### src/core/charger_pkg.sv
/*
  Shared constants and types for the charger host register bank:
  register offsets, reset values, field positions, timing and states.
  Assumes a single 125 MHz clock domain.
*/
package charger_pkg;

  // serial target identity
  localparam logic [6:0] DEV_ADDR = 7'h6a;

  // register offsets
  localparam logic [7:0] REG_CTRL0    = 8'h01;
  localparam logic [7:0] REG_CTRL1    = 8'h05;
  localparam logic [7:0] REG_CTRL3    = 8'h07;
  localparam logic [7:0] REG_STATUS0  = 8'h08;
  localparam logic [7:0] REG_FAULT    = 8'h09;
  localparam logic [7:0] REG_STATUS2  = 8'h0a;
  localparam logic [7:0] REG_PARTINFO = 8'h0b;
  localparam logic [7:0] REG_CTRL4    = 8'h0c;
  localparam logic [7:0] LAST_REG     = 8'h0c;
  localparam logic [7:0] BEYOND_VAL   = 8'hff;
  localparam logic [3:0] CTRL4_SLOT   = 4'h8;

  // writable registers, slot 8 holds charger_control_four
  typedef logic [8:0][7:0] cfg_t;
  localparam cfg_t CFG_RST = {8'h75, 8'h4c, 8'he6, 8'h9e, 8'h40,
                              8'h12, 8'h91, 8'h1a, 8'h17};

  // field positions
  localparam int REFRESH_BIT = 6;
  localparam int WD_HI       = 5;
  localparam int WD_LO       = 4;
  localparam int FLAG_BIT    = 7;
  localparam logic [7:0] ST2_LATCH = 8'h70;

  // watchdog timeout field codes and limits in seconds
  localparam logic [1:0] WD_OFF = 2'h0;
  localparam logic [1:0] WD_SEL1 = 2'h1;
  localparam logic [1:0] WD_SEL2 = 2'h2;
  localparam logic [7:0] WD_LIM1 = 8'h28;
  localparam logic [7:0] WD_LIM2 = 8'h50;
  localparam logic [7:0] WD_LIM3 = 8'ha0;

  // timing
  localparam int unsigned CLK_HZ       = 125000000;
  localparam int unsigned TICK_S       = 1;
  localparam int unsigned TICK_CYCLES  = TICK_S * CLK_HZ;
  localparam int unsigned SAFETY_HOURS = 10;
  localparam int unsigned SEC_PER_HOUR = 3600;
  localparam logic [15:0] SAFETY_S     = 16'(SAFETY_HOURS * SEC_PER_HOUR);
  localparam logic [3:0]  BYTE_BITS    = 4'h8;
  localparam logic [3:0]  LAST_BIT     = 4'h7;

  typedef enum logic [3:0] {
    ST_IDLE     = 4'b0000,
    ST_ADDR     = 4'b0001,
    ST_ADDR_ACK = 4'b0010,
    ST_REG      = 4'b0011,
    ST_REG_ACK  = 4'b0100,
    ST_WDATA    = 4'b0101,
    ST_WDATA_ACK= 4'b0110,
    ST_RDATA    = 4'b0111,
    ST_RDATA_ACK= 4'b1000
  } state_t;

endpackage

### src/core/wd_if.sv
/*
  Carrier between the register bank and the host watchdog.
  Assumes both ends share ref_clk.
*/
`timescale 1ns/1ps
`default_nettype none
interface wd_if;
  logic       host_write;
  logic       refresh;
  logic [1:0] wd_sel;
  logic       expired;
  logic       default_mode;
  logic       safety_done;

  modport regs (output host_write, refresh, wd_sel,
                input  expired, default_mode, safety_done);
  modport tmr  (input  host_write, refresh, wd_sel,
                output expired, default_mode, safety_done);
endinterface
`default_nettype wire

### src/core/charger_regs.sv
/*
  Host register bank of a single-cell charger, serial target with burst
  access, latched fault/status, default/host mode via host_watchdog.
  Assumes scl/sda inputs already synchronous to ref_clk; open-drain sda.
*/
`timescale 1ns/1ps
`default_nettype none
module charger_regs
#(
  parameter int unsigned TICK      = charger_pkg::TICK_CYCLES,
  parameter logic [7:0]  PART_INFO = 8'h5a  // arbitrary value
)
(
  input  wire logic              ref_clk,
  input  wire logic              sys_rst,
  input  wire logic              scl_in,
  input  wire logic              sda_in,
  output logic                   sda_out,
  output logic                   sda_oe,
  input  wire logic [7:0]        status0_in,
  input  wire logic [7:0]        fault_in,
  input  wire logic [7:0]        status2_in,
  output charger_pkg::cfg_t      cfg_out,
  output logic                   host_timeout,
  output logic                   charge_allowed
);
  import charger_pkg::*;

  typedef struct packed {
    state_t     st;
    logic [3:0] bits;
    logic [7:0] sh;
    logic [7:0] ptr;
    logic       rw;
    logic       oe;
    logic       scl_q;
    logic       sda_q;
    logic [7:0] flt;
    logic [2:0] st2;
    cfg_t       cfg;
    logic       wr_p;
    logic       rf_p;
  } core_t;

  core_t      cs_ff;
  core_t      nxt_cs;
  logic       rise;
  logic       fall;
  logic       start;
  logic       stop;
  logic       ld;
  logic [7:0] rdv;
  logic [7:0] flt_live;
  logic [3:0] slot;
  logic       wrable;

  wd_if wd ();

  host_watchdog #(.TICK(TICK)) u_wdog
  (
    .ref_clk (ref_clk),
    .sys_rst (sys_rst),
    .wd      (wd.tmr)
  );

  //////////////////////////////////////////////////////////////////////
  // bus event detection and read mux
  always_comb
  begin
    rise  = scl_in & ~cs_ff.scl_q;
    fall  = ~scl_in & cs_ff.scl_q;
    start = cs_ff.scl_q & scl_in & cs_ff.sda_q & ~sda_in;
    stop  = cs_ff.scl_q & scl_in & ~cs_ff.sda_q & sda_in;
    flt_live = fault_in;
    flt_live[FLAG_BIT] = wd.default_mode;
    slot   = (cs_ff.ptr == REG_CTRL4) ? CTRL4_SLOT : cs_ff.ptr[3:0];
    wrable = (cs_ff.ptr <= REG_CTRL3) || (cs_ff.ptr == REG_CTRL4);
    if (wrable)
      rdv = cs_ff.cfg[slot];
    else if (cs_ff.ptr == REG_STATUS0)
      rdv = status0_in;
    else if (cs_ff.ptr == REG_FAULT)
      rdv = cs_ff.flt;
    else if (cs_ff.ptr == REG_STATUS2)
      rdv = (status2_in & ~ST2_LATCH) | {1'b0, cs_ff.st2, 4'h0};
    else if (cs_ff.ptr == REG_PARTINFO)
      rdv = PART_INFO;
    else
      rdv = BEYOND_VAL;
  end

  //////////////////////////////////////////////////////////////////////
  // serial target state machine
  always_comb
  begin
    nxt_cs = cs_ff;
    ld = 1'b0;
    nxt_cs.wr_p  = 1'b0;
    nxt_cs.rf_p  = 1'b0;
    nxt_cs.scl_q = scl_in;
    nxt_cs.sda_q = sda_in;
    // sticky capture, a new event is never lost to a read
    nxt_cs.flt = cs_ff.flt | flt_live;
    nxt_cs.st2 = cs_ff.st2 | status2_in[6:4];
    if (wd.expired)
      nxt_cs.cfg = CFG_RST;
    if (start)
    begin
      nxt_cs.st   = ST_ADDR;
      nxt_cs.bits = 4'h0;
      nxt_cs.oe   = 1'b0;
    end
    else if (stop)
    begin
      nxt_cs.st = ST_IDLE;
      nxt_cs.oe = 1'b0;
    end
    else
    begin
      case (cs_ff.st)
        ST_ADDR, ST_REG, ST_WDATA:
        begin
          if (rise && cs_ff.bits != BYTE_BITS)
          begin
            nxt_cs.sh   = {cs_ff.sh[6:0], sda_in};
            nxt_cs.bits = cs_ff.bits + 4'h1;
          end
          else if (fall && cs_ff.bits == BYTE_BITS)
          begin
            nxt_cs.st = ST_IDLE;
            if (cs_ff.st == ST_ADDR)
            begin
              if (cs_ff.sh[7:1] == DEV_ADDR)
              begin
                nxt_cs.oe = 1'b1;
                nxt_cs.rw = cs_ff.sh[0];
                nxt_cs.st = ST_ADDR_ACK;
              end
            end
            else if (cs_ff.st == ST_REG)
            begin
              if (cs_ff.sh <= LAST_REG)
              begin
                nxt_cs.oe  = 1'b1;
                nxt_cs.ptr = cs_ff.sh;
                nxt_cs.st  = ST_REG_ACK;
              end
            end
            else if (cs_ff.ptr <= LAST_REG)
            begin
              nxt_cs.oe   = 1'b1;
              nxt_cs.st   = ST_WDATA_ACK;
              nxt_cs.wr_p = 1'b1;
              nxt_cs.ptr  = cs_ff.ptr + 8'h1;
              if (wrable)
                nxt_cs.cfg[slot] = cs_ff.sh;
              if (cs_ff.ptr == REG_CTRL0)
              begin
                // refresh bit self-clears
                nxt_cs.rf_p = cs_ff.sh[REFRESH_BIT];
                nxt_cs.cfg[slot][REFRESH_BIT] = 1'b0;
              end
            end
          end
        end
        ST_ADDR_ACK, ST_REG_ACK, ST_WDATA_ACK:
        begin
          if (fall)
          begin
            nxt_cs.oe   = 1'b0;
            nxt_cs.bits = 4'h0;
            if (cs_ff.st == ST_ADDR_ACK && cs_ff.rw)
              ld = 1'b1;
            else if (cs_ff.st == ST_ADDR_ACK)
              nxt_cs.st = ST_REG;
            else
              nxt_cs.st = ST_WDATA;
          end
        end
        ST_RDATA:
        begin
          if (fall && cs_ff.bits == LAST_BIT)
          begin
            nxt_cs.oe  = 1'b0;
            nxt_cs.st  = ST_RDATA_ACK;
            nxt_cs.ptr = cs_ff.ptr + 8'h1;
          end
          else if (fall)
          begin
            nxt_cs.bits = cs_ff.bits + 4'h1;
            nxt_cs.sh   = {cs_ff.sh[6:0], 1'b0};
            nxt_cs.oe   = ~cs_ff.sh[6];
          end
        end
        ST_RDATA_ACK:
        begin
          if (rise && sda_in)
            nxt_cs.st = ST_IDLE;
          else if (fall)
            ld = 1'b1;
        end
        default:
          nxt_cs.st = ST_IDLE;
      endcase
    end
    if (ld)
    begin
      nxt_cs.st   = ST_RDATA;
      nxt_cs.bits = 4'h0;
      nxt_cs.sh   = rdv;
      nxt_cs.oe   = ~rdv[7];
      // reading reloads the latch with the live state
      if (cs_ff.ptr == REG_FAULT)
        nxt_cs.flt = flt_live;
      if (cs_ff.ptr == REG_STATUS2)
        nxt_cs.st2 = status2_in[6:4];
    end
  end

  always_ff @(posedge ref_clk or posedge sys_rst)
  begin
    if (sys_rst)
    begin
      cs_ff <= '0;
      cs_ff.scl_q <= 1'b1;
      cs_ff.sda_q <= 1'b1;
      cs_ff.cfg <= CFG_RST;
    end
    else
      cs_ff <= nxt_cs;
  end

  //////////////////////////////////////////////////////////////////////
  // outputs
  assign wd.host_write   = cs_ff.wr_p;
  assign wd.refresh      = cs_ff.rf_p;
  assign wd.wd_sel       = cs_ff.cfg[REG_CTRL1[3:0]][WD_HI:WD_LO];
  assign sda_out         = 1'b0;
  assign sda_oe          = cs_ff.oe;
  assign cfg_out         = cs_ff.cfg;
  assign host_timeout    = wd.default_mode;
  // converter keeps running; only charging is gated
  assign charge_allowed  = ~(wd.default_mode & wd.safety_done);
endmodule
`default_nettype wire

### src/core/host_watchdog.sv
/*
  Host watchdog and default-mode safety timer.
  Assumes host_write and refresh are one-cycle pulses from the register bank.
*/
`timescale 1ns/1ps
`default_nettype none
module host_watchdog
#(
  parameter int unsigned TICK = charger_pkg::TICK_CYCLES
)
(
  input wire logic ref_clk,
  input wire logic sys_rst,
  wd_if.tmr        wd
);
  import charger_pkg::*;

  typedef struct packed {
    logic        dflt;
    logic        expired;
    logic        done;
    logic [26:0] tick;
    logic [7:0]  wd_s;
    logic [15:0] safe_s;
  } wdog_t;

  wdog_t      wd_ff;
  wdog_t      nxt_wd;
  logic       tick_hit;
  logic [7:0] lim;

  //////////////////////////////////////////////////////////////////////
  always_comb
  begin
    nxt_wd = wd_ff;
    nxt_wd.expired = 1'b0;
    tick_hit = (wd_ff.tick == 27'(TICK - 1));
    nxt_wd.tick = tick_hit ? 27'h0 : wd_ff.tick + 27'h1;
    case (wd.wd_sel)
      WD_SEL1: lim = WD_LIM1;
      WD_SEL2: lim = WD_LIM2;
      default: lim = WD_LIM3;
    endcase
    if (wd.host_write && wd_ff.dflt)
    begin
      nxt_wd.dflt = 1'b0;
      nxt_wd.wd_s = 8'h0;
    end
    else if (wd.refresh)
      nxt_wd.wd_s = 8'h0;
    else if (!wd_ff.dflt && wd.wd_sel != WD_OFF && tick_hit)
    begin
      if (wd_ff.wd_s + 8'h1 >= lim)
      begin
        nxt_wd.dflt = 1'b1;
        nxt_wd.expired = 1'b1;
        nxt_wd.wd_s = 8'h0;
      end
      else
        nxt_wd.wd_s = wd_ff.wd_s + 8'h1;
    end
    // safety timer only runs in default mode
    if (!wd_ff.dflt)
    begin
      nxt_wd.safe_s = 16'h0;
      nxt_wd.done = 1'b0;
    end
    else if (tick_hit && !wd_ff.done)
    begin
      nxt_wd.safe_s = wd_ff.safe_s + 16'h1;
      if (wd_ff.safe_s + 16'h1 == SAFETY_S)
        nxt_wd.done = 1'b1;
    end
  end

  always_ff @(posedge ref_clk or posedge sys_rst)
  begin
    if (sys_rst)
    begin
      wd_ff <= '0;
      wd_ff.dflt <= 1'b1;
    end
    else
      wd_ff <= nxt_wd;
  end

  assign wd.expired      = wd_ff.expired;
  assign wd.default_mode = wd_ff.dflt;
  assign wd.safety_done  = wd_ff.done;
endmodule
`default_nettype wire

### config.mk
export PLATFORM = sky130hd
export DESIGN_NAME = charger_regs
export DESIGN_NICKNAME = d
export VERILOG_FILES = /design/src/core/charger_pkg.sv /design/src/core/wd_if.sv /design/src/core/charger_regs.sv /design/src/core/host_watchdog.sv
export SDC_FILE = /design/constraint.sdc
export NUM_CORES = 1
export LEC_CHECK = 0
export CORE_MARGIN = 1
export CORE_UTILIZATION = 35
export CTS_CLUSTER_DIAMETER = 30
export DETAILED_ROUTE_END_ITERATION = 16
export DONT_BUFFER_PORTS = 1
export MAX_ROUTING_LAYER = met4
export PLACE_DENSITY = 0.56
export REMOVE_ABC_BUFFERS = 1
export SYNTH_ARGS = -nofsm -noshare
export SYNTH_HDL_FRONTEND = slang
export SYNTH_SLANG_ARGS = --single-unit
### constraint.sdc
create_clock -name ref_clk -period 5 [get_ports ref_clk]
set_clock_uncertainty 0.1 [all_clocks]
set_input_delay 0.75 -clock ref_clk [delete_from_list [all_inputs] [get_ports ref_clk]]
set_output_delay 0.75 -clock ref_clk [all_outputs]
set_load 0.02 [all_outputs]
Word level (Yosys, flattened, before mapping). Index checks and enable logic that the tools add are counted.

Flip-flop bits (word level): 167. Bits in latches: 0. Bits in writable memories: 0. Bits in read-only memories: 0. Bits of input ports: 28. Output and inout bits: 76. Word-level logic and storage cells: 246. Memories: 0.

Add/subtract/negate cells: 5. Multipliers: 0. Divide/modulo/power cells: 0. Order comparisons: 6. Eq/ne operators: 51. Shift operators: 0. Multiplexer cells: 103. Bitwise logic cells: 23. Reductions and logical operators: 31.

Operators with widths (count): $mux 72 (11); $mux 74 (8); $mux 8 (19); $and 72x72->72 (1); $bwmux 72 (1); $not 72->72 (1); $demux 8 s4 (2); $mux 16 (3); $eq 8x4->1 const B (5); $mux 12 (3); $mux 4 (9); $bmux 8 s4 (1); $pmux 16 s2 (1); $ne 5x5->1 const B (6); $add 27x1->27 const B (1); $eq 27x27->1 const B (1); $mux 27 (1); $mux 1 (24); $mux 21 (1); $eq 4x3->1 const B (5); $mux 10 (2); $ne 4x4->1 const B (5); $reduce_and 6->1 (3); $mux 17 (1); 49 further kinds (104).

Depth between registers and ports, before layout. Gate-level depths: netlist of run 1.

Depth in word-level cells: 26. Depth in mapped cells: 11. Gate-level depth less buffers: 10.

Hierarchy. From an unflattened synthesis of run 1, not the netlist that was laid out.

Cell total of the unflattened synthesis: 1062. Area total of the unflattened synthesis: 10042.1 um^2.

Modules (own cells, without submodules): charger_regs (times used 1, cells an instance 730, area each 6927.9 um^2, seq. area each 2869.0 um^2); host_watchdog (times used 1, cells an instance 332, area each 3114.2 um^2, seq. area each 1352.5 um^2).

Least setup slack after synthesis of run 1. No wires, ideal clock.

Path type: flip-flop to flip-flop. Start: register cs_ff[89] in the netlist's numbering. End: register cs_ff[89] in the netlist's numbering. Library setup time: 132 ps. Arrival time: 2557 ps. Data required time: 4768 ps. Path slack: 2211 ps. Cell stages (with the launch flop): 12. Path buffers: 4. Clock period less this slack: 2789 ps. Path through: dfrtp_1 > clkbuf_1 > buf_2 > clkinv_1 > ha_1 > clkbuf_1 > o21ai_2 > o211a_1 > nor3_4 > buf_6 > nand3_1 > o211ai_1.

Longest elaborated chain between the ends: 7. Elaborated cells between the ends (all ways): 11. Those cells by class: 1 x add/sub; 1 x order compare; 1 x eq/ne; 7 x mux; 1 x reduce/logical.

Ends and longest elaborated chain: start, declared (line charger_regs.sv:45) `core_t cs_ff;`; start signal, assigned (line charger_regs.sv:230) `cs_ff <= nxt_cs;`; $add 8x1->8 (line charger_regs.sv:154, charger_regs.sv:186); $mux 8 (line charger_regs.sv:149) `else if (cs_ff.ptr <= LAST_REG)`; $mux 8 (line charger_regs.sv:140) `else if (cs_ff.st == ST_REG)`; $mux 8 (line charger_regs.sv:131) `if (cs_ff.st == ST_ADDR)`; $mux 10 (line charger_regs.sv:128) `else if (fall && cs_ff.bits == BYTE_BITS)`; $mux 10 (line charger_regs.sv:123) `if (rise && cs_ff.bits != BYTE_BITS)`; $pmux 16 s2 (line charger_regs.sv:120) `case (cs_ff.st)`.

Several ways; a longest one is shown, not always the timed one. The select of a mux whose other input is x is not followed. A chain may end at the register's enable or synchronous reset.

Worst setup path after layout of run 1.
Start: register cs_ff[90] in the netlist's numbering. End: register cs_ff[99] in the netlist's numbering.

Longest elaborated chain between the ends: 7. Elaborated cells between the ends (all ways): 16. Those cells by class: 1 x order compare; 5 x eq/ne; 9 x mux; 1 x reduce/logical.

Ends and longest elaborated chain: parallel branches: the longest is 5 deep, another holds $eq 8x4->1; $mux 8 * (line charger_regs.sv:78) `if (wrable)`; $mux 16 * (line charger_regs.sv:206) `if (ld)`.

Mark *: on every way between the ends. The select of a mux whose other input is x is not followed.

==> results of run 1 <==
[cell type report]
| class | count | area [µm²] |
|---|---|---|
| multi-input cells | 768 | 4848 |
| clock buffers | 18 | 429.2 |
| clock inverters | 14 | 150.1 |
| inverters | 26 | 102.6 |
| repair buffers | 7 | 52.55 |
| well taps | 378 | 473.0 |
| fillers | 2884 | 17650 |
| flip-flops and latches | 167 | 4224 |
[routing by layer]
metal	vias up	GRT usage, %	share of wire (%)
met5	-	-	0
met4	0	7.182	2.3
met1	3778	26.40	46
met2	224	30.74	46
li1	3608	-	-
met3	35	4.973	6.3
[worst register-to-register path: stages, from the launching register on]
cell	delay [ps]
dfrtp_1	570
inv_1	230
ha_1	740
inv_1	330
o31ai_4	530
mux2_2	390
o31ai_1	230
o22ai_1	110
[per-stage QoR]
stage / std cells / area, µm²
floorplan: 961 / 9168
global placement: 1346 / 9701
detailed placement: 1346 / 9701
CTS: 1378 / 10280
global route: 1378 / 10280
finish: 1378 / 10280
[state kept, by name, indices dropped and copies added (netlist names)]
register and cells:
sda_oe 1, u_wdog.wd.expired 1, wd.host_write 1, u_wdog.wd.safety_done 1, wd.refresh 1, u_wdog.wd_ff 51
u_wdog.wd.default_mode 1, cfg_out 72, cs_ff 38
[logic make-up (layout without fill, tap and decap cells)]
group,count (synthesis),after routing,synth area share [%]
AO/OA/AOI/OAI,274,274,17.19
XOR/XNOR,45,45,3.948
adder cells (fa/ha/maj),19,19,2.382
buffers and inverters,158,65,9.138
flip-flops,167,167,42.29
multiplexers,32,32,3.798
other,1,1,0.03757
AND/OR/NAND/NOR,397,397,21.22
[worst paths after layout]
kind,start,endpoint,slack [ps],cells after the start
max,cs_ff[90],cs_ff[99],1630,7
min,scl_in,cs_ff[86],190,0
max reg2reg,cs_ff[90],cs_ff[99],1630,7
min reg2reg,wd.host_write,u_wdog.wd.default_mode,330,1
max in group asynchronous,sys_rst,cfg_out[47],3600,2
min in group asynchronous,sys_rst,u_wdog.wd_ff[15],200,1
[power breakdown]
part | leakage, nW | switching, mW | internal, mW
clock network | 0.266 | 0.590 | 0.739
logic | 1.86 | 0.398 | 0.193
registers | 2.02 | 0.158 | 1.40
total | 4.15 | 1.15 | 2.33
[synth_stat cells, types with 8 or more instances]
cell type  number
dfstp_2        34
nand3b_1       23
mux2i_1        21
a21oi_1        66
o22ai_1        13
buf_2          18
ha_1           19
o211ai_1        8
nand3_1        37
a211oi_1       11
a22oi_1         8
o21ai_0        93
nand2b_1       34
clkbuf_1       34
dfrtp_1       133
nor4_1         10
xnor2_1        26
a21o_1         20
and3_1         13
nand4_1        13
buf_4          74
nand2_1        89
inv_1          24
nor2_1         88
or3_1           9
nor3_1         30
xor2_1         19
==> impl_metrics.ini, run 1 <==
[status]
outcome = finished, final reports clean

[sta]
slew_headroom_pct = 29.32
min_period_over_period_pct = 67.47
setup_slack_ps = 1627
rsz0062_at_grt = no
setup_violations = 0
slew_violations = 0
min_period_ps = 3373
finalHoldViolCount = 0
max_freq_mhz = 296.4
holdWs_ps = 189.3
tightest_slew_ps = 1056
fin_setup_tns_ps = 0

[global_route]
track_usage_pct = 20.32
grt_pass1_wl_um = 43900
antenna_found_initial = 0
grt_start_max_net_pins = 86
gr-total-overflow = 0
first_global_vias = 7423

[placed_design]
dp_hpwl_um = 18990
place_ws_ps = 1720
portBuffers = 0
gp_congestion = 0.8916

[floorplan]
die_x_um = 170.9
pin_count = 104
die_y_um = 170.9
row_count = 61
coreArea_um2 = 27930
initial_core_util_pct = 35.73
die_area_um2 = 29200

[synthesis]
netlist_area_um2 = 9982
synthCells = 1093
ys_seq_elements = 167
synth_ff_type = dfrtp_1
synth.avg_cell_area_um2 = 9.133
synth_top_area_share_pct = 33.34
synth_edf_count = 0
yosysSeqAreaShare_pct = 42.29
synth_async_sr_flop_share_pct = 100.0
yosys.area.top_type = dfrtp_1
yosys_warnings = 0
ys_types = 85
synth.area.top_cells = dfrtp_1, dfstp_2, buf_4, o21ai_0, nand2_1

[worst_setup_path]
worstPathCellList = inv_1 > ha_1 > inv_1 > o31ai_4 > mux2_2 > o31ai_1 > o22ai_1
worstPathArrival_ps = 3570
crit_family = compound AO/OA/AOI/OAI gates
critical_path.most_common_cell = inv_1
cp_max_fo = 21
crit_path_start_kind = flip-flop
worstSetupPathType = flip-flop to flip-flop
end_kind = flip-flop
cp.required_ps = 5200
cp_slowest_cell = ha_1
max_stage_delay_ps = 730
crit_buf_inv = 2

[clock_tree]
cts_tree = built
htree_num_levels = 4
clk_latency_ps = 450
cts-hold-fix-buffers = 0
cts.sinks = 167
clk_pin_slew_ps = 70
cts_buffer_depth = 2
cts_setup_buffers = 0
ctsResizeCount = 0
clockRootBuffer = clkbuf_16
cts_buffers = 17

[hold_path]
hold_path.class = primary input to flip-flop

[detailed_routing]
vias = 7645
drc_errors = 0
ant_nets = 0
wire_per_inst_um = 20.01
dr.pass1.iters = 5
routed_wl_um = 27570
drt_iter0_markers = 677
post_drt_via_cell_ratio = 5.548

[finish]
layout_common_cells = dfrtp_1, o21ai_0, nand2_1
final_common_cell = dfrtp_1
layout-drive-gt1-share_pct = 11.20
diodes = 0
fin_nets = 1034
utilization_pct = 36.80
synthToLayoutAreaGrowth_pct = 2.984

[power_and_ir_drop]
finalPower_mw = 3.479
power_leakage_nw = 4.152
power.density_nw_per_um2 = 338.4
irDropWorstVdd_v = 0.0002355

[flow_run]
max-cap-violations = 0
Note: power is estimated with default switching activity, not from simulation.
==> inputs of run 2 (changes only) <==
- clock period: 5 -> 2.75 ns (I/O delays scaled with it)
==> impl_metrics.ini, run 2 (synthesized netlist as in run 1, its figures left out) <==
[global_route]
grt_start_max_net_pins = 59
gr-total-overflow = 0
track_usage_pct = 20.90
grt_pass1_wl_um = 45180
antenna_found_initial = 0
first_global_vias = 7753

[placed_design]
dp_hpwl_um = 20190
place_area_um2 = 10150
portBuffers = 0
dp_cells = 1404
gp_congestion = 0.8996

[detailed_routing]
routed_wl_um = 28510
vias = 7944
wire_per_inst_um = 19.66
drt_iter0_markers = 765
post_drt_via_cell_ratio = 5.479
dr.pass1.iters = 6
drc_errors = 0
ant_nets = 0

[floorplan]
initial_core_util_pct = 35.73
die_area_um2 = 29200
pin_count = 104
coreArea_um2 = 27930
die_x_um = 170.9
row_count = 61
die_y_um = 170.9

[sta]
max_freq_mhz = 371.8
setup_violations = 0
min_period_ps = 2690
tightest_slew_ps = 756.7
finalHoldViolCount = 0
slew_violations = 0
slew_headroom_pct = 49.55
holdWs_ps = 133.4
min_period_over_period_pct = 97.81

[clock_tree]
cts_buffers = 17
clockRootBuffer = clkbuf_16
htree_num_levels = 4
clk_pin_slew_ps = 70
clk_latency_ps = 440
cts_tree = built
cts_buffer_depth = 2
cts.sinks = 167

[worst_setup_path]
worstPathCellList = or4_1 > o31ai_4 > buf_4 > mux2i_1 > nand3_1 > nand3_1 > o22ai_1
critical_path.most_common_cell = nand3_1
worstSetupPathType = flip-flop to flip-flop
cp.required_ps = 2960
rrSetupSlack_ps = 60
r2r-end = cs_ff[99]
max_stage_delay_ps = 780
end_kind = flip-flop
crit_path_start_kind = flip-flop
rr_startpoint = cs_ff[96]
cp_max_fo = 7
cp_slowest_cell = or4_1
rr_worst_depth = 7
worstPathArrival_ps = 2900

[status]
outcome = finished, final reports clean

[hold_path]
hold_start = scl_in
hold_path.class = primary input to flip-flop
hold_depth = 2
holdPathEnd = cs_ff[112]

[power_and_ir_drop]
irDropWorstVdd_v = 0.0004519
power_leakage_nw = 4.555
power.density_nw_per_um2 = 611.3
finalPower_mw = 6.702

[finish]
layout-drive-gt1-share_pct = 16.70
fin_area_um2 = 10960
layout_common_cells = dfrtp_1, o21ai_0, nand2_1
stdcell_count = 1450
fin_nets = 1106
synthToLayoutAreaGrowth_pct = 9.827
final_common_cell = dfrtp_1
diodes = 0
largest_register_ffs = 72

[flow_run]
max-cap-violations = 0
[run 2: cell types whose count changed in the layout (fill, tap and decap cells not counted), sizes merged]
cell / previous run / this run
clkinvlp: 6 / 1
inv: 28 / 25
dlygate4sd3: 0 / 13
clkinv: 4 / 10
buf: 7 / 66
bufinv: 2 / 4
[run 2: what timing repair did]
| action | 4_1_cts | 5_1_grt |
|---|---|---|
| hold buffers | 13 | 0 |
| resized for setup | 0 | 9 |
| endpoints found under the hold margin | 60 | 0 |
| setup buffers | 0 | 1 |
| endpoints found under the setup margin | 0 | 7 |
[run 2: area by class of cell]
cell class                      instances  area, µm²
Clock buffer                           18      439.2
Clock inverter                         14      198.9
Fill cell                            2803      16970
Inverter                               26      102.6
Multi-Input combinational cell        768       4887
Sequential cell                       167       4224
Tap cell                              378      473.0
Timing Repair Buffer                   79      638.1
[run 2: power breakdown]
group          total [mW]  switching (mW)  internal, mW
clock                2.63            1.07          1.55
combinational        1.38           0.903         0.474
sequential           2.70           0.148          2.55
total                6.70            2.12          4.58
[run 2: stage by stage]
step                util, %  TNS (ps)  setup slack, ps
CTS                   39.08         0            33.36
detailed placement    36.33         0            66.57
global route          39.25    -2.557           -2.557
global placement      36.33         0            78.85
floorplan                 -   -347970            -2225
finish                39.25         0            60.15
[run 2: worst max-delay path: cells and delay by family, from the launching register on]
kind                   cells  cell delay (ps)
AND/OR/NAND/NOR            3             1040
AO/OA/AOI/OAI              2              520
flip-flops                 1              390
multiplexers               1              330
buffers and inverters      1              190
[run 2: routing by layer]
metal / GRT usage (%) / wire, µm / up-vias
li1: - / - / 3745
met1: 26.56 / 12530 / 3928
met2: 33.11 / 13660 / 236
met3: 5.344 / 1845 / 35
met4: 5.318 / 471 / 0
met5: - / 0 / -
[run 2: how the worst max path moves through the flow]
stage / slack (ps) / endpoint / cells after the start / startpoint
global placement: 80 / u_wdog.wd_ff[19] / 10 / u_wdog.wd_ff[17]
global route: -3 / u_wdog.wd_ff[19] / 10 / u_wdog.wd_ff[16]
floorplan: -2220 / cfg_out[10] / 1 / sys_rst
finish: 60 / cs_ff[99] / 7 / cs_ff[96]
CTS: 30 / u_wdog.wd_ff[19] / 10 / u_wdog.wd_ff[17]
detailed placement: 70 / u_wdog.wd_ff[16] / 10 / u_wdog.wd_ff[17]
==> inputs of run 3 (changes only) <==
- SYNTH_HIERARCHICAL: not set -> 1
==> impl_metrics.ini, run 3 <==
[status]
outcome = finished, final reports clean

[synthesis]
synth.area.top_cells = dfrtp_1, dfstp_2, buf_4, o21ai_0, nand2_1
synthCells = 1062
synth_top_area_share_pct = 33.14
netlist_area_um2 = 10040
yosysMostFrequentCell = dfrtp_1
ys_types = 89
yosys_warnings = 6
ys_seq_elements = 167
synthSimpleGateAreaFrac_pct = 20.78
synth_top_family_by_area = simple AND/OR/NAND/NOR gates
synth_compound_area_share_pct = 17.61
synth.avg_cell_area_um2 = 9.456
synth_fa_ha_area_share_pct = 2.492
yosysSeqAreaShare_pct = 42.04
yosys.area.top_type = dfrtp_1
synth_xor_xnor_area_share_pct = 4.012
synth_ff_type = dfrtp_1
synthTopCellsByCount = dfrtp_1, o21ai_0, buf_4
synth_mux_area_share_pct = 3.327
synth_async_sr_flop_share_pct = 100.0
synth_edf_count = 0

[sta]
slew_headroom_pct = 36.72
slew_violations = 0
holdWs_ps = 69.70
setup_violations = 0
rsz0062_at_grt = no
finalHoldViolCount = 0
tightest_slew_ps = 945.0
min_period_over_period_pct = 93.55
min_period_ps = 2573
max_freq_mhz = 388.7

[floorplan]
initial_core_util_pct = 35.85
pin_count = 104
coreArea_um2 = 28010
die_area_um2 = 29370
die_y_um = 171.4
die_x_um = 171.4
row_count = 61

[finish]
synthToLayoutAreaGrowth_pct = 7.987
multiInputGateArea_um2 = 4850
seqCellArea_um2 = 4223
n_fill_cell = 2821
utilization_pct = 38.71
final_common_cell = dfrtp_1
layout_common_cells = dfrtp_1, o21ai_0, nand2_1
stdcell_count = 1412
layout-drive-gt1-share_pct = 15.89
largest_register_ffs = 72
fin_nets = 1067

[worst_setup_path]
worstPathArrival_ps = 2760
rr_worst_depth = 8
cp_max_fo = 5
worstSetupPathType = flip-flop to flip-flop
crit_path_start_kind = flip-flop
rr_startpoint = cs_ff[89]
end_kind = flip-flop
r2r-end = cs_ff[97]
cp.required_ps = 2930
rrSetupSlack_ps = 180

[placed_design]
portBuffers = 0
dp_hpwl_um = 19990
gp_congestion = 0.8788
dp_cells = 1365

[global_route]
track_usage_pct = 20.62
grt_pass1_wl_um = 44790
gr-total-overflow = 0
antenna_found_initial = 1
first_global_vias = 7601
grt_start_max_net_pins = 54

[hold_path]
hold_path.class = primary input to flip-flop
holdPathEnd = cs_ff[109]
hold_depth = 2
hold_start = scl_in

[clock_tree]
cts_setup_buffers = 0
cts_buffer_depth = 2
clk_pin_slew_ps = 70
cts.sinks = 167
cts_tree = built
clk_latency_ps = 440
clockRootBuffer = clkbuf_16
cts_buffers = 17
htree_num_levels = 4

[detailed_routing]
wire_per_inst_um = 19.96
routed_wl_um = 28180
dr.pass1.iters = 5
drt_iter0_markers = 540
vias = 7868
ant_nets = 0
post_drt_via_cell_ratio = 5.572
drc_errors = 0

[power_and_ir_drop]
finalPower_mw = 7.869
power.density_nw_per_um2 = 725.6
irDropWorstVdd_v = 0.0004353
power_leakage_nw = 4.315

[flow_run]
max-cap-violations = 0
[run 3: cell count changes after synthesis, sizes merged, moves of 6 or more]
cell,delta
a21oi,-37
nor2,-23
o21ai,+23
nand2b,-22
inv,+15
nand2,-15
nand3b,+13
nand4,+13
mux2i,-9
nor3,-9
o22ai,-9
nor2b,+8
a2111oi,+6
[run 3: power by group]
part           switching (mW)  internal [mW]  leakage, nW
clock                    1.06           1.29        0.271
combinational            1.74          0.983         1.97
sequential              0.201           2.60         2.07
[run 3: how the worst max path moves through the flow]
stage | start | end | cells past startpoint
5_1_grt | cs_ff[90] | cs_ff[103] | 9
4_1_cts | u_wdog/wd_ff[16] | u_wdog/wd_ff[21] | 10
3_3_place_gp | cs_ff[112] | cs_ff[104] | 5
2_1_floorplan | sys_rst | cfg_out[10] | 1
6_report | cs_ff[89] | cs_ff[97] | 8
3_5_place_dp | u_wdog/wd_ff[16] | u_wdog/wd_ff[21] | 10
[run 3: cells by family (layout without fill, tap and decap cells)]
logic type,Yosys count,count (layout)
fa+ha+maj,20,20
buf+inv,169,139
mux,23,23
simple gates,365,365
compound gates,271,271
other cells,1,3
xor+xnor,46,46
flops,167,167
[run 3: routing by layer]
layer | vias to the layer above | track usage (%) | part of all wire, %
met2 | 238 | 31.95 | 48
met4 | 0 | 5.978 | 2.0
met5 | - | - | 0
li1 | 3682 | - | -
met1 | 3914 | 26.29 | 43
met3 | 34 | 5.591 | 7.0
[run 3: layout make-up]
class | instances | share of cell area, %
Tap cell | 378 | 4.361
Timing Repair Buffer | 68 | 5.354
Sequential cell | 167 | 38.94
Antenna cell | 2 | 0.04615
Inverter | 39 | 1.373
Clock buffer | 21 | 4.154
Multi-Input combinational cell | 726 | 44.72
Clock inverter | 11 | 1.050
[run 3: repair_timing]
action                                  in CTS  in global routing
hold buffers                                13                  0
resized for setup                            0                  2
endpoints found under the setup margin       0                  5
endpoints found under the hold margin       68                  0
[run 3: metrics by stage]
stage / setup TNS, ps / area [µm²] / setup slack (ps)
final: 0 / 10840 / 177.3
after global placement: 0 / 10140 / 264.6
after floorplan: -68680 / 9214 / -695.2
after global routing: 0 / 10840 / 20.99
after detailed placement: 0 / 10140 / 207.9
after CTS: 0 / 10840 / 212.6
[run 3: worst max-delay path, stage by stage (launching register included)]
cell and delay [ps]:
dfrtp_1 370, inv_1 70, ha_1 250, nand3_1 280
buf_4 260, o211ai_1 150, a211oi_1 90, a2111oi_0 720
o22ai_1 130
